--- config.mk ---
export PLATFORM = sky130hd
export DESIGN_NAME = ltm_lin_mode_ctrl
export DESIGN_NICKNAME = d
export VERILOG_FILES = /design/src/rtl/ltm_lin_mode_ctrl.v
export VERILOG_INCLUDE_DIRS = /design/src /design/src/rtl
export SDC_FILE = /design/constraint.sdc
export NUM_CORES = 1
export LEC_CHECK = 0
export BUFFER_PORTS_ARGS = -buffer_cell sky130_fd_sc_hd__clkbuf_2
export CORE_MARGIN = 8
export CORE_UTILIZATION = 45
export CTS_CLUSTER_DIAMETER = 120
export DETAILED_ROUTE_END_ITERATION = 6
export GPL_TIMING_DRIVEN = 1
export HOLD_SLACK_MARGIN = 0.02
export MAX_ROUTING_LAYER = met4
export PLACE_DENSITY_LB_ADDON = 0.15
export SLEW_MARGIN = 20
export SYNTH_ARGS = -nofsm -noshare
export SYNTH_HDL_FRONTEND = slang
export SYNTH_SLANG_ARGS = --single-unit
--- constraint.sdc ---
create_clock -name pclk -period 3.1 [get_ports pclk]
set_clock_uncertainty 0.15 [all_clocks]
set_input_delay 0.62 -clock pclk [delete_from_list [all_inputs] [get_ports pclk]]
set_output_delay 0.62 -clock pclk [all_outputs]
set_load 0.01 [all_outputs]
--- src/rtl/ltm_consts.vh ---
`ifndef LTM_CONSTS_VH
`define LTM_CONSTS_VH

// Register byte offsets
`define LTM_OFF_MODE       8'h00
`define LTM_OFF_CONFIG     8'h04
`define LTM_OFF_FAULT      8'h08
`define LTM_OFF_WAKE       8'h0C
`define LTM_OFF_STATUS     8'h10

// Channel mode codes
`define LTM_MODE_OFF       2'h0
`define LTM_MODE_WAKE      2'h1
`define LTM_MODE_RXONLY    2'h2
`define LTM_MODE_NORMAL    2'h3
`define LTM_MODE_RESET     8'h00

// Chip power mode codes
`define LTM_CM_NORMAL      3'h0
`define LTM_CM_STOP        3'h1
`define LTM_CM_SLEEP       3'h2
`define LTM_CM_RESTART     3'h3
`define LTM_CM_FAILSAFE    3'h4

// Config bit positions and reset value
`define LTM_CFG_TXTO_EN    0
`define LTM_CFG_LOW_SLOPE  1
`define LTM_CFG_WD_WAKE    2
`define LTM_CFG_RESET      3'h1

// Status field positions
`define LTM_ST_TXTO_LSB    4
`define LTM_ST_UV          8
`define LTM_ST_CM_LSB      9

// Timing in 8 ns clock cycles, sized to their counters
`define LTM_WAKE_CYC       13'hEA6
`define LTM_WK_W           13
`define LTM_EN_CYC         11'h4E2
`define LTM_EN_W           11
`define LTM_DOM_TO_CYC     22'h2625A0
`define LTM_TO_W           22

`endif

--- src/rtl/ltm_lin_mode_ctrl.v ---
`timescale 1ns/1ps
`include "ltm_consts.vh"

module ltm_lin_mode_ctrl #(
	parameter [`LTM_TO_W-1:0] DOM_TO_CYC = `LTM_DOM_TO_CYC
) (
	input  wire        pclk,
	input  wire        presetn,
	input  wire        psel,
	input  wire        penable,
	input  wire        pwrite,
	input  wire [7:0]  paddr,
	input  wire [31:0] pwdata,
	output reg  [31:0] prdata,
	output wire        pready,
	output reg         pslverr,
	input  wire [2:0]  chip_mode,
	input  wire        chip_mode_load,
	input  wire [3:0]  tx_serial_in,
	input  wire [3:0]  bus_level_in,
	input  wire        supply_uv_in,
	output wire [3:0]  rx_serial_out,
	output wire [3:0]  bus_drive_dom,
	output reg         low_slope_out,
	output reg         wake_irq_pulse,
	output reg         watchdog_enable_req,
	output reg         restart_req
);

	// Mode acceptance per chip power mode
	function allowed;
		input [1:0] m;
		input [2:0] c;
		begin
			case (m)
				`LTM_MODE_OFF:    allowed = 1'b1;
				`LTM_MODE_NORMAL: allowed = (c == `LTM_CM_NORMAL);
				`LTM_MODE_RXONLY: allowed = (c == `LTM_CM_NORMAL) ||
					(c == `LTM_CM_STOP);
				default:          allowed = 1'b1;
			endcase
		end
	endfunction

	reg  [8:0]  sync1_q;
	reg  [8:0]  sync2_q;
	reg  [8:0]  sync3_q;
	reg  [8:0]  filt_q;
	reg  [2:0]  cfg_q;
	wire [3:0]  tx_f;
	wire [3:0]  bus_f;
	wire        uv_f;
	wire [7:0]  mode_all;
	wire [3:0]  fault_all;
	wire [3:0]  wstat_all;
	wire [3:0]  woken_all;
	wire [3:0]  txto_all;
	wire [3:0]  wk_ev;
	wire        wr_en;
	wire        rd_setup;
	wire        wr_mode;
	wire        wr_cfg;
	wire        wr_fault;
	wire        wr_wake;
	wire        rearm_all;
	wire        in_normal;
	wire        any_wake;
	reg  [31:0] rd_d;
	reg         err_d;

	// Three-stage input sync, change taken when stages two and three agree
	always @(posedge pclk or negedge presetn) begin
		if (!presetn) begin
			// Idle pin levels, so no false supply fault after reset
			sync1_q <= 9'h0FF;
			sync2_q <= 9'h0FF;
			sync3_q <= 9'h0FF;
			filt_q  <= 9'h0FF;
		end else begin
			sync1_q <= {supply_uv_in, bus_level_in, tx_serial_in};
			sync2_q <= sync1_q;
			sync3_q <= sync2_q;
			filt_q  <= (~(sync2_q ^ sync3_q) & sync3_q) |
				((sync2_q ^ sync3_q) & filt_q);
		end
	end

	assign tx_f  = filt_q[3:0];
	assign bus_f = filt_q[7:4];
	assign uv_f  = filt_q[8];

	// Zero-wait APB slave
	assign pready    = 1'b1;
	assign wr_en     = psel & penable & pwrite;
	assign rd_setup  = psel & ~penable;
	assign wr_mode   = wr_en && (paddr == `LTM_OFF_MODE);
	assign wr_cfg    = wr_en && (paddr == `LTM_OFF_CONFIG);
	assign wr_fault  = wr_en && (paddr == `LTM_OFF_FAULT);
	assign wr_wake   = wr_en && (paddr == `LTM_OFF_WAKE);
	assign in_normal = (chip_mode == `LTM_CM_NORMAL);
	// rearm on stop, sleep, fail-safe entry
	assign rearm_all = chip_mode_load &&
		((chip_mode == `LTM_CM_STOP) || (chip_mode == `LTM_CM_SLEEP) ||
		(chip_mode == `LTM_CM_FAILSAFE));
	assign any_wake  = |wk_ev;

	// Read mux and unmapped answer
	always @* begin
		rd_d  = 32'h0;
		err_d = 1'b0;
		case (paddr)
			`LTM_OFF_MODE:   rd_d[7:0] = mode_all;
			`LTM_OFF_CONFIG: rd_d[2:0] = cfg_q;
			`LTM_OFF_FAULT:  rd_d[3:0] = fault_all;
			`LTM_OFF_WAKE:   rd_d[3:0] = wstat_all;
			`LTM_OFF_STATUS: begin
				rd_d[3:0] = woken_all;
				rd_d[`LTM_ST_TXTO_LSB+3:`LTM_ST_TXTO_LSB] = txto_all;
				rd_d[`LTM_ST_UV] = uv_f;
				rd_d[`LTM_ST_CM_LSB+2:`LTM_ST_CM_LSB] = chip_mode;
			end
			default: err_d = 1'b1;
		endcase
	end

	// Read data and error captured in setup phase
	always @(posedge pclk or negedge presetn) begin
		if (!presetn) begin
			prdata  <= 32'h0;
			pslverr <= 1'b0;
		end else if (rd_setup) begin
			prdata  <= pwrite ? 32'h0 : rd_d;
			pslverr <= err_d;
		end
	end

	// Config; low slope taken at write end in normal mode only
	always @(posedge pclk or negedge presetn) begin
		if (!presetn) begin
			cfg_q         <= `LTM_CFG_RESET;
			low_slope_out <= 1'b0;
		end else begin
			if (wr_cfg) begin
				cfg_q[`LTM_CFG_TXTO_EN] <= pwdata[`LTM_CFG_TXTO_EN];
				cfg_q[`LTM_CFG_WD_WAKE] <= pwdata[`LTM_CFG_WD_WAKE];
			end
			// slope change accepted in normal mode
			if (wr_cfg && in_normal) begin
				cfg_q[`LTM_CFG_LOW_SLOPE] <= pwdata[`LTM_CFG_LOW_SLOPE];
			end
			low_slope_out <= cfg_q[`LTM_CFG_LOW_SLOPE];
		end
	end

	// Chip-level wake reactions
	always @(posedge pclk or negedge presetn) begin
		if (!presetn) begin
			wake_irq_pulse      <= 1'b0;
			watchdog_enable_req <= 1'b0;
			restart_req         <= 1'b0;
		end else begin
			// interrupt in stop or normal; no mode change
			wake_irq_pulse <= any_wake &&
				(in_normal || (chip_mode == `LTM_CM_STOP));
			watchdog_enable_req <= any_wake && cfg_q[`LTM_CFG_WD_WAKE] &&
				(chip_mode == `LTM_CM_STOP);
			restart_req <= any_wake && ((chip_mode == `LTM_CM_SLEEP) ||
				(chip_mode == `LTM_CM_FAILSAFE));
		end
	end

	genvar i;
	generate
		for (i = 0; i < 4; i = i + 1) begin : g_ch
			reg  [1:0]             mode_q;
			reg  [1:0]             mode_d;
			reg                    woken_q;
			reg  [`LTM_WK_W-1:0]   wk_cnt_q;
			reg                    wk_long_q;
			reg                    bus_prev_q;
			reg  [`LTM_TO_W-1:0]   txto_cnt_q;
			reg  [`LTM_TO_W-1:0]   bus_cnt_q;
			reg                    tx_to_q;
			reg  [`LTM_EN_W-1:0]   en_cnt_q;
			reg                    en_block_q;
			reg                    fault_q;
			reg                    wstat_q;
			reg                    rx_q;
			reg                    drv_q;
			wire                   tx_dom;
			wire                   bus_dom;
			wire                   armed;
			wire                   wake_now;
			wire                   fault_set;
			wire                   clamp_hit;
			wire                   txto_hit;
			wire                   drive_ok;

			assign tx_dom  = ~tx_f[i];
			assign bus_dom = ~bus_f[i];
			// only an armed wake-mode channel looks for wake
			assign armed   = (mode_q == `LTM_MODE_WAKE) && !woken_q;
			// wake on recessive edge after long dominant
			assign wake_now = armed && wk_long_q && bus_prev_q && !bus_dom;
			assign clamp_hit = ((mode_q == `LTM_MODE_NORMAL) ||
				(mode_q == `LTM_MODE_RXONLY)) && bus_dom &&
				(bus_cnt_q == DOM_TO_CYC);
			assign txto_hit = cfg_q[`LTM_CFG_TXTO_EN] && drive_ok &&
				tx_dom && (txto_cnt_q == DOM_TO_CYC);
			assign fault_set = clamp_hit || txto_hit;
			assign drive_ok = (mode_q == `LTM_MODE_NORMAL) && !uv_f &&
				!en_block_q && !tx_to_q;

			// Next channel mode
			always @* begin
				mode_d = mode_q;
				if (wr_mode && allowed(pwdata[2*i+1:2*i], chip_mode)) begin
					mode_d = pwdata[2*i+1:2*i];
				end
				if (chip_mode_load) begin
					if (chip_mode == `LTM_CM_FAILSAFE) begin
						mode_d = `LTM_MODE_WAKE;
					end else if (!allowed(mode_q, chip_mode)) begin
						mode_d = (chip_mode == `LTM_CM_STOP) ?
							`LTM_MODE_RXONLY : `LTM_MODE_WAKE;
					end
				end
			end

			always @(posedge pclk or negedge presetn) begin
				if (!presetn) begin
					mode_q     <= `LTM_MODE_OFF;
					woken_q    <= 1'b0;
					wk_cnt_q   <= {`LTM_WK_W{1'b0}};
					wk_long_q  <= 1'b0;
					bus_prev_q <= 1'b0;
					txto_cnt_q <= {`LTM_TO_W{1'b0}};
					bus_cnt_q  <= {`LTM_TO_W{1'b0}};
					tx_to_q    <= 1'b0;
					en_cnt_q   <= {`LTM_EN_W{1'b0}};
					en_block_q <= 1'b0;
					fault_q    <= 1'b0;
					wstat_q    <= 1'b0;
					rx_q       <= 1'b1;
					drv_q      <= 1'b0;
				end else begin
					mode_q     <= mode_d;
					bus_prev_q <= bus_dom;
					// mode stays wake; rearm
					// Wake wins over a same-cycle rearm
					if (wake_now && (mode_d == mode_q)) begin
						woken_q <= 1'b1;
					end else if (rearm_all || (mode_d != mode_q)) begin
						woken_q <= 1'b0;
					end
					// count starts only on a falling bus edge
					if (!armed || !bus_dom) begin
						wk_cnt_q <= {`LTM_WK_W{1'b0}};
					end else if ((wk_cnt_q == {`LTM_WK_W{1'b0}}) &&
						bus_prev_q) begin
						// Already dominant when armed: no edge yet
						wk_cnt_q <= {`LTM_WK_W{1'b0}};
					end else if (wk_cnt_q != `LTM_WAKE_CYC) begin
						wk_cnt_q <= wk_cnt_q + 1'b1;
					end
					if (!armed) begin
						wk_long_q <= 1'b0;
					end else if (bus_dom) begin
						wk_long_q <= (wk_cnt_q == `LTM_WAKE_CYC);
					end else if (!bus_prev_q) begin
						wk_long_q <= 1'b0;
					end
					// Bus dominant duration
					if (!bus_dom) begin
						bus_cnt_q <= {`LTM_TO_W{1'b0}};
					end else if (bus_cnt_q != DOM_TO_CYC) begin
						bus_cnt_q <= bus_cnt_q + 1'b1;
					end
					if (!tx_dom || !drive_ok || !cfg_q[`LTM_CFG_TXTO_EN]) begin
						txto_cnt_q <= {`LTM_TO_W{1'b0}};
					end else if (txto_cnt_q != DOM_TO_CYC) begin
						txto_cnt_q <= txto_cnt_q + 1'b1;
					end
					if (!tx_dom) begin
						tx_to_q <= 1'b0;
					end else if (txto_hit) begin
						tx_to_q <= 1'b1;
					end
					if ((mode_d == `LTM_MODE_NORMAL) &&
						(mode_q != `LTM_MODE_NORMAL)) begin
						en_cnt_q   <= `LTM_EN_CYC;
						en_block_q <= 1'b1;
					end else if (en_cnt_q != {`LTM_EN_W{1'b0}}) begin
						en_cnt_q <= en_cnt_q - 1'b1;
					end else if (!tx_dom) begin
						en_block_q <= 1'b0;
					end
					// Fault flag, set wins over clear
					if (fault_set) begin
						fault_q <= 1'b1;
					end else if (wr_fault && pwdata[i]) begin
						fault_q <= 1'b0;
					end
					// wake source, set wins over clear
					if (wake_now) begin
						wstat_q <= 1'b1;
					end else if (wr_wake && pwdata[i]) begin
						wstat_q <= 1'b0;
					end
					// receive low after wake, held until rearm or mode change
					if (woken_q || wake_now) begin
						rx_q <= 1'b0;
					end else if ((mode_q == `LTM_MODE_NORMAL) ||
						(mode_q == `LTM_MODE_RXONLY)) begin
						rx_q <= bus_f[i];
					end else begin
						rx_q <= 1'b1;
					end
					// driver follows transmit only when allowed
					drv_q <= drive_ok && tx_dom && !txto_hit;
				end
			end

			assign mode_all[2*i+1:2*i] = mode_q;
			assign fault_all[i]        = fault_q;
			assign wstat_all[i]        = wstat_q;
			assign woken_all[i]        = woken_q;
			assign txto_all[i]         = tx_to_q;
			assign wk_ev[i]            = wake_now;
			assign rx_serial_out[i]    = rx_q;
			assign bus_drive_dom[i]    = drv_q;
		end
	endgenerate

endmodule

# --- Word-level counts from Yosys, hierarchy flattened ---
# Cells that the tools add are included.
word_totals:
  register_bits: 392
  latchBits: 0
  ramBits: 0
  rom_bits: 0
  inputBits: 58
  out_inout_bits: 46
  word_cells: 515
  memories: 0
op_classes:
  addsub: 16
  mul: 0
  div_mod_pow: 0
  order_cmp: 0
  eq_ne: 75
  shift: 0
  mux: 139
  bitwise_logic: 17
  reduce_logical: 200
ops:
  columns: ["op", "count"]
  rows:
  - ["$mux 22", 16]
  - ["$add 22x1->22 const B", 8]
  - ["$eq 22x22->1 const B", 8]
  - ["$ne 22x22->1 const B", 8]
  - ["$mux 13", 12]
  - ["$logic_and 1x1->1", 90]
  - ["$mux 11", 8]
  - ["$mux 1", 73]
  - ["$reduce_bool 2->1", 32]
  - ["$add 13x1->13 const B", 4]
  - ["$eq 13x12->1 const B", 4]
  - ["$logic_not 13->1", 4]
  - ["$ne 13x12->1 const B", 4]
  - ["$reduce_bool 11->1", 4]
  - ["$sub 11x1->11 const B", 4]
  - ["$eq 2x2->1 const B", 20]
  - ["$mux 2", 17]
  - ["$logic_or 1x1->1", 32]
  - ["$logic_not 1->1", 26]
  - ["$and 9x9->9", 2]
  - ["$eq 8x4->1 const B", 2]
  - ["$ne 2x2->1 const B", 8]
  - ["$pmux 1 s2", 8]
  - ["$pmux 3 s5", 1]
  - ["24 further kinds", 52]

# --- Logic depth before layout (Yosys ltp) ---
# Gate-level depths: netlist of run 1.
depth:
  word_depth: 12
  depth_mapped: 8
  depth_no_buf: 7

# --- Least setup slack after synthesis of run 1 ---
# No wires, ideal clock.
synth_path:
  path_kind: "input-to-reg"
  from: "input port paddr[1]"
  to: "register g_ch[3].en_cnt_q[1]"
  setup_time_ns: 0.124
  t_arrival_ns: 2.443
  required_ns: 2.826
  slack_ns: 0.383
  cell_stages: 7
  n_path_buf: 2
  path_cell_list: "or4_1 buf_2 a2111oi_4 mux2i_1 a2111oi_4 buf_4 a211o_1"
synth_between:
  elab_chain_len: 10
  elab_cells_between_ends: 11
  cone_classes: "eq/ne (1); mux (5); reduce/logical (5)"
synth_rtl:
  columns: ["item", "line", "rtl"]
  rows:
  - ["start, declared", "ltm_lin_mode_ctrl.v:12", "input wire [7:0] paddr,"]
  - ["$logic_not 8->1 (*)", null, null]
  - ["$logic_and 1x1->1 (*)", "ltm_lin_mode_ctrl.v:96", "assign wr_mode = wr_en && (paddr == `LTM_OFF_MODE);"]
  - ["$logic_and 1x1->1 (*)", "ltm_lin_mode_ctrl.v:217", "if (wr_mode && allowed(pwdata[2*i+1:2*i], chip_mode)) begin"]
  - ["$mux 2 (*)", "ltm_lin_mode_ctrl.v:217", null]
  - ["$mux 2", "ltm_lin_mode_ctrl.v:223", "end else if (!allowed(mode_q, chip_mode)) begin"]
  - ["$mux 2", "ltm_lin_mode_ctrl.v:221", "if (chip_mode == `LTM_CM_FAILSAFE) begin"]
  - ["$mux 2 (*)", "ltm_lin_mode_ctrl.v:220", "if (chip_mode_load) begin"]
  - ["$eq 2x2->1 (no line) (*)", null, null]
  - ["$logic_and 1x1->1 (*)", "ltm_lin_mode_ctrl.v:289", "if ((mode_d == `LTM_MODE_NORMAL) &&"]
  - ["$mux 11 / $reduce_bool 2->1 (equally long branches)", null, null]
  - ["end signal, assigned", "ltm_lin_mode_ctrl.v:240", "en_cnt_q <= {`LTM_EN_W{1'b0}};"]
  - ["end signal, assigned", "ltm_lin_mode_ctrl.v:291", "en_cnt_q <= `LTM_EN_CYC;"]
  - ["end signal, assigned", "ltm_lin_mode_ctrl.v:294", "en_cnt_q <= en_cnt_q - 1'b1;"]
  - ["end, declared", "ltm_lin_mode_ctrl.v:184", "reg [`LTM_EN_W-1:0] en_cnt_q;"]
# Mark *: on every way between the ends. The rest lies on a longest branch, timed or not.
# A chain may end at the register's enable or synchronous reset.

# --- Worst setup path after layout of run 1 ---
# Ends and elaborated chain as after synthesis.

==> out/results.ini, run 1 <==
[outcome]
status = finished, final reports clean

[power]
p_leak_uw = 0.00860
pwr-share-comb_pct = 8.3
pwr-share-seq_pct = 47.8
power_density_nw_per_um2 = 541
internal_power_uw = 8530
clkPwrFrac_pct = 44.0
p_sw_share_pct = 24.9
p_sw_uw = 2830
peakVddDrop_v = 0.000473

[synth]
yosys-top-cells-area = dfrtp_1 45%, nor2_1 5.7%, xnor2_1 5.4%
yosysWarnings = 0
async_flop_share_pct = 100
syn_inst = 1900
yosysTopAreaCellShare_pct = 45.4
synth_most_common_cell = dfrtp_1
synth.avg_cell_area_um2 = 9.72
yosysUniqueCellTypes = 74
synth-seq-cells = 372
synth_edf_count = 0
synth_commonest_cells = 335 x dfrtp_1, 280 x nor2_1, 142 x nand2_1, 115 x nand3_1, 114 x xnor2_1
yosysTopAreaCell = dfrtp_1
ys.flop_type = dfrtp_1
synthesis.area_um2 = 18500
seq_area_frac_synth_pct = 50.7

[drt]
drt_pass1_iterations = 5
viasPerCell = 5.38
vias = 13800
wl_per_cell_um = 15.9
wl_um = 40900
first_iter_violations = 917
final_antenna_net_count = 0
drc = 0

[worst_setup_path]
cp-start-kind = input port
arrival_ns = 2.79
cp-end-kind = register
path_class = input port to register
r2r-start = g_ch[2].en_cnt_q[5]
worst_r2r_path_depth = 5
reg2reg_to = g_ch[2].en_cnt_q[7]
reg2reg_slack_ns = 0.72
crit_required_ns = 3.39
crit_fanout = 7

[grt]
grt_use_total_pct = 18.1
grt_max_degree = 76
grt_pass1_vias = 13700
overflow = 0
antenna_found_initial = 4
grt_pass1_wl_um = 69800

[placed_design]
gp_congestion = 0.892
dp.cells = 2474
dp_slack_ns = 0.0499
placed_area_um2 = 19500
dpl.hpwl_um = 28300
portBuffers = 58

[die]
dieWidth_um = 219
num_rows = 74
die_area_um2 = 47800
ios = 104
coreArea_um2 = 40600
start_util_pct = 45.4
die_h_um = 219

[finish]
fin_cells = 2566
drive_above_1_share_pct = 11.5
nNetsFinal = 2087
areaGrowthSynthToFinish_pct = 13.8
final_area_um2 = 21000
final_util_pct = 51.7

[clocking]
numCtsBuffers = 43
clk_pin_slew_worst_paths_ns = 0.06
clockBufferDepth = 3
cts_resized = 0
cts_tree = built
clk_latency_ns = 0.55
post_cts_buffers = 0
cts-root-buf = clkbuf_16
h-tree-depth = 2
cts.sinks = 372

[timing]
setup_ws_ns = 0.592
fin_setup_tns_ns = 0
fin_crit_sh_pct = 80.9
post-route-min-period_ns = 2.51
slew_headroom_pct = 37.9
tightest_slew_ns = 0.923
max_freq_mhz = 399
rsz0062_at_grt = false
maxSlewViolCount = 0
finalHoldViolCount = 0
setup_viol = 0

[worst_hold_path]
min_path_cells = 0
whs_endpoint = sync2_q[8]
hold_class = register to register
holdCritStartpoint = sync1_q[8]

[job]
cap_violations = 0

-- timing repair --
action | CTS | global route
setup endpoints to repair | 0 | 0
endpoints found under the hold margin | 63 | 0
hold buffers | 10 | 0
-- worst max-delay path: stages --
cell,delay (ns)
clkbuf_2,0.13
or4_1,0.73
a2111oi_4,0.43
mux2i_1,0.37
a2111oi_4,0.09
buf_4,0.20
a211o_1,0.23
-- layer usage --
layer | part of all wire [%] | GRT usage, % | wire length [um] | vias up
li1 | - | - | - | 6748
met1 | 49 | 25.5 | 20000 | 6714
met2 | 43 | 25.8 | 17400 | 268
met3 | 6.4 | 4.20 | 2640 | 63
met4 | 2.1 | 5.22 | 859 | 0
met5 | 0 | - | 0 | -
-- area by class of cell --
class / instances / area, um^2
fill: 3682 / 19600
sequential: 372 / 9360
multi-input combinational: 1380 / 8440
clock buffer: 67 / 1280
timing repair buffer: 118 / 838
tap: 532 / 666
inverter: 82 / 308
clock inverter: 11 / 111
antenna: 4 / 10.0
-- registers in the layout, summed over array words and instances (netlist names), 3 cells and up, named ones only --
register,cells
g_ch.bus_cnt_q,88
g_ch.txto_cnt_q,88
g_ch.wk_cnt_q,52
g_ch.en_cnt_q,44
prdata,12
sync1_q,9
sync2_q,9
sync3_q,9
g_ch.mode_q,8
g_ch.bus_prev_q,4
g_ch.drv_q,4
g_ch.en_block_q,4
g_ch.fault_q,4
g_ch.rx_q,4
g_ch.tx_to_q,4
g_ch.wk_long_q,4
g_ch.woken_q,4
g_ch.wstat_q,4
cfg_q,3
-- worst max path at each step --
stage | from | slack [ns] | cells past startpoint | endpoint
floorplan | paddr[1] | 0.38 | 7 | g_ch[3].en_cnt_q[1]
global placement | paddr[1] | 0.09 | 7 | g_ch[3].en_cnt_q[1]
detailed placement | paddr[1] | 0.05 | 7 | g_ch[3].en_cnt_q[1]
CTS | paddr[1] | 0.65 | 7 | g_ch[3].en_cnt_q[1]
global route | paddr[1] | 0.53 | 7 | g_ch[3].en_cnt_q[1]
finish | paddr[1] | 0.59 | 7 | g_ch[3].en_cnt_q[1]
-- placed cells by master (no fill, tap or decap), drive strengths merged, types with 26 or more instances in the layout --
| cell | synthesis | final |
|---|---|---|
| buf | 37 | 51 |
| nand4 | 53 | 53 |
| dfstp | 37 | 37 |
| nor2 | 280 | 280 |
| xnor2 | 114 | 114 |
| clkbuf | 48 | 124 |
| inv | 82 | 82 |
| dfrtp | 335 | 335 |
| o21ai | 63 | 63 |
| a21oi | 53 | 53 |
| nor4 | 55 | 55 |
| or3 | 35 | 35 |
| nand3 | 115 | 115 |
| nor3 | 62 | 62 |
| nand2b | 26 | 26 |
| nand2 | 142 | 142 |
| ha | 32 | 32 |
| xor2 | 85 | 85 |
-- per-stage QoR --
step           power, uW  hold WS, ns
5_1_grt            11900        0.205
3_5_place_dp        6450        0.187
3_3_place_gp        6410        0.190
2_1_floorplan       6080        0.174
4_1_cts            11500        0.200
6_report           11400        0.199
-- power by group through the flow --
stage / registers [uW] / logic [uW] / clock network, uW
final: 5430 / 940 / 5000
after CTS: 5430 / 957 / 5150
after global placement: 5500 / 910 / 0
after detailed placement: 5510 / 947 / 0
after floorplan: 5430 / 659 / 0
after global routing: 5480 / 1100 / 5350
-- cells by family (layout without fill, tap and decap cells) --
group	count (synthesis)	in the layout	share of synthesized area [%]
muxes	27	27	1.48
xor gates and xnor gates	199	199	9.44
AOI/OAI and AO/OA	192	192	6.92
and+or+nand+nor	900	900	24.8
buffers and inverters	167	278	4.01
other	2	25	0.0407
adders and majority gates	41	41	2.66
DFF	372	372	50.7
Power figures use the tool's default switching activity.
==> run 2, diff against run 1 <==
- clock period: 3.1 -> 2.04 ns (I/O delays scaled with it)
==> out/results.ini, run 2 (same netlist as run 1, synthesis figures left out) <==
[drt]
vias = 14500
wl_um = 43700
final_antenna_net_count = 0
viasPerCell = 5.29
drc = 0
drt_pass1_iterations = 5
wl_per_cell_um = 15.9
first_iter_violations = 892

[power]
peakVddDrop_v = 0.000745
power_uw = 18400
p_leak_uw = 0.00958
power_density_nw_per_um2 = 804

[timing]
finalHoldViolCount = 0
rsz0062_at_grt = true
post-route-min-period_ns = 2.03
setup_viol = 0
tightest_slew_ns = 0.538
slew_headroom_pct = 63.9
maxSlewViolCount = 0
max_freq_mhz = 493
fin_crit_sh_pct = 99.5

[placed_design]
dp.cells = 2642
gp_congestion = 0.932
portBuffers = 58
dpl.hpwl_um = 31200
placed_area_um2 = 20900

[finish]
final_common_cell = dfrtp_1
multi_input_area_um2 = 8730
register_area_um2 = 9360
drive_above_1_share_pct = 21.3
final_area_um2 = 22800
most-common-layout-cells = 335 x dfrtp_1, 280 x nor2_1, 222 x buf_4, 141 x nand2_1, 114 x xnor2_1
fin_cells = 2747
nFillCells = 3605
top_regs = g_ch.bus_cnt_q (88), g_ch.txto_cnt_q (88), g_ch.wk_cnt_q (52)
areaGrowthSynthToFinish_pct = 23.6
nNetsFinal = 2266
final_util_pct = 56.2

[clocking]
clk_latency_ns = 0.57
cts_tree = built
cts-root-buf = clkbuf_16
numCtsBuffers = 42
cts.sinks = 372
h-tree-depth = 2
clockBufferDepth = 3
clk_pin_slew_worst_paths_ns = 0.06

[grt]
grt_max_degree = 63
grt_pass1_wl_um = 72500
grt_pass1_vias = 14400
overflow = 0
antenna_found_initial = 5
grt_use_total_pct = 18.8

[die]
coreArea_um2 = 40600
die_area_um2 = 47800
start_util_pct = 45.4
ios = 104
num_rows = 74
die_h_um = 219
dieWidth_um = 219

[worst_hold_path]
hold_class = input port to asynchronous set/reset pin

[worst_setup_path]
cp-end-kind = register
arrival_ns = 2.31
cp-start-kind = register
r2r-start = g_ch[2].en_cnt_q[4]
reg2reg_slack_ns = 0.01
worst_r2r_path_depth = 5
crit_required_ns = 2.32
path_class = register to register
reg2reg_to = g_ch[2].en_cnt_q[7]
crit_fanout = 2

[job]
cap_violations = 0

[outcome]
status = finished, final reports clean

[run 2: changes by cell type in the layout (fill, tap and decap cells not counted), sizes merged]
| cell | before | now |
|---|---|---|
| clkinvlp | 1 | 6 |
| inv | 82 | 83 |
| clkbuf | 124 | 113 |
| buf | 51 | 233 |
| bufinv | 2 | 7 |
| clkinv | 8 | 6 |
| diode | 4 | 5 |
[run 2: worst max-delay path by stage]
| stage | from | end | slack (ns) | cells after the start |
|---|---|---|---|---|
| 4_1_cts | register | watchdog_enable_req | 0.002 | 6 |
| 2_1_floorplan | paddr[1] | g_ch[3].en_cnt_q[1] | -0.37 | 7 |
| 3_3_place_gp | paddr[4] | g_ch[3].en_cnt_q[1] | -0.55 | 7 |
| 3_5_place_dp | paddr[4] | g_ch[3].en_cnt_q[7] | -0.59 | 6 |
| 6_report | g_ch[2].en_cnt_q[4] | g_ch[2].en_cnt_q[7] | 0.01 | 5 |
| 5_1_grt | g_ch[2].en_cnt_q[4] | g_ch[2].en_cnt_q[5] | -0.06 | 6 |
[run 2: layer usage]
layer	vias to the layer above	routed length (um)	track usage, %
li1	7113	-	-
met1	7084	20400	25.2
met4	0	1170	6.31
met3	72	2330	3.69
met5	-	0	-
met2	261	19800	28.3
[run 2: final cells by class]
cell class	count	share of cell area, %
Clock inverter	20	1.29
Timing Repair Buffer	298	9.77
Inverter	82	1.35
Antenna cell	5	0.0548
Sequential cell	372	41.0
Multi-Input combinational cell	1380	38.3
Tap cell	532	2.92
Clock buffer	58	5.37
[run 2: timing repair]
item	4_1_cts	5_1_grt
pin swaps	4	17
endpoints found under the hold margin	246	0
resized for setup	11	43
setup endpoints to repair	14	75
buffers inserted	3	9
hold buffers	10	0
[run 2: per-stage QoR]
step | setup slack, ns | hold slack, ns | setup TNS [ns]
floorplan | -0.370 | -0.0376 | -9.19
global placement | -0.548 | 0.149 | -23.94
detailed placement | -0.587 | 0.151 | -25.84
CTS | 0.00240 | 0.118 | 0
global route | -0.0556 | 0.151 | -0.213
finish | 0.0106 | 0.146 | 0
[run 2: worst max-delay path, stage by stage (launching register included)]
cell and delay (ns):
dfrtp_1 0.38, or4_4 0.54, or3_4 0.39, nand2_2 0.07, nor3_1 0.04, or3b_1 0.33
[run 2: where the power goes]
| part | internal [uW] | leakage, uW | switching [uW] | total, uW |
|---|---|---|---|---|
| sequential | 7820 | 0.00485 | 390 | 8210 |
| combinational | 903 | 0.00401 | 1040 | 1940 |
| clock | 5100 | 0.000728 | 3110 | 8210 |
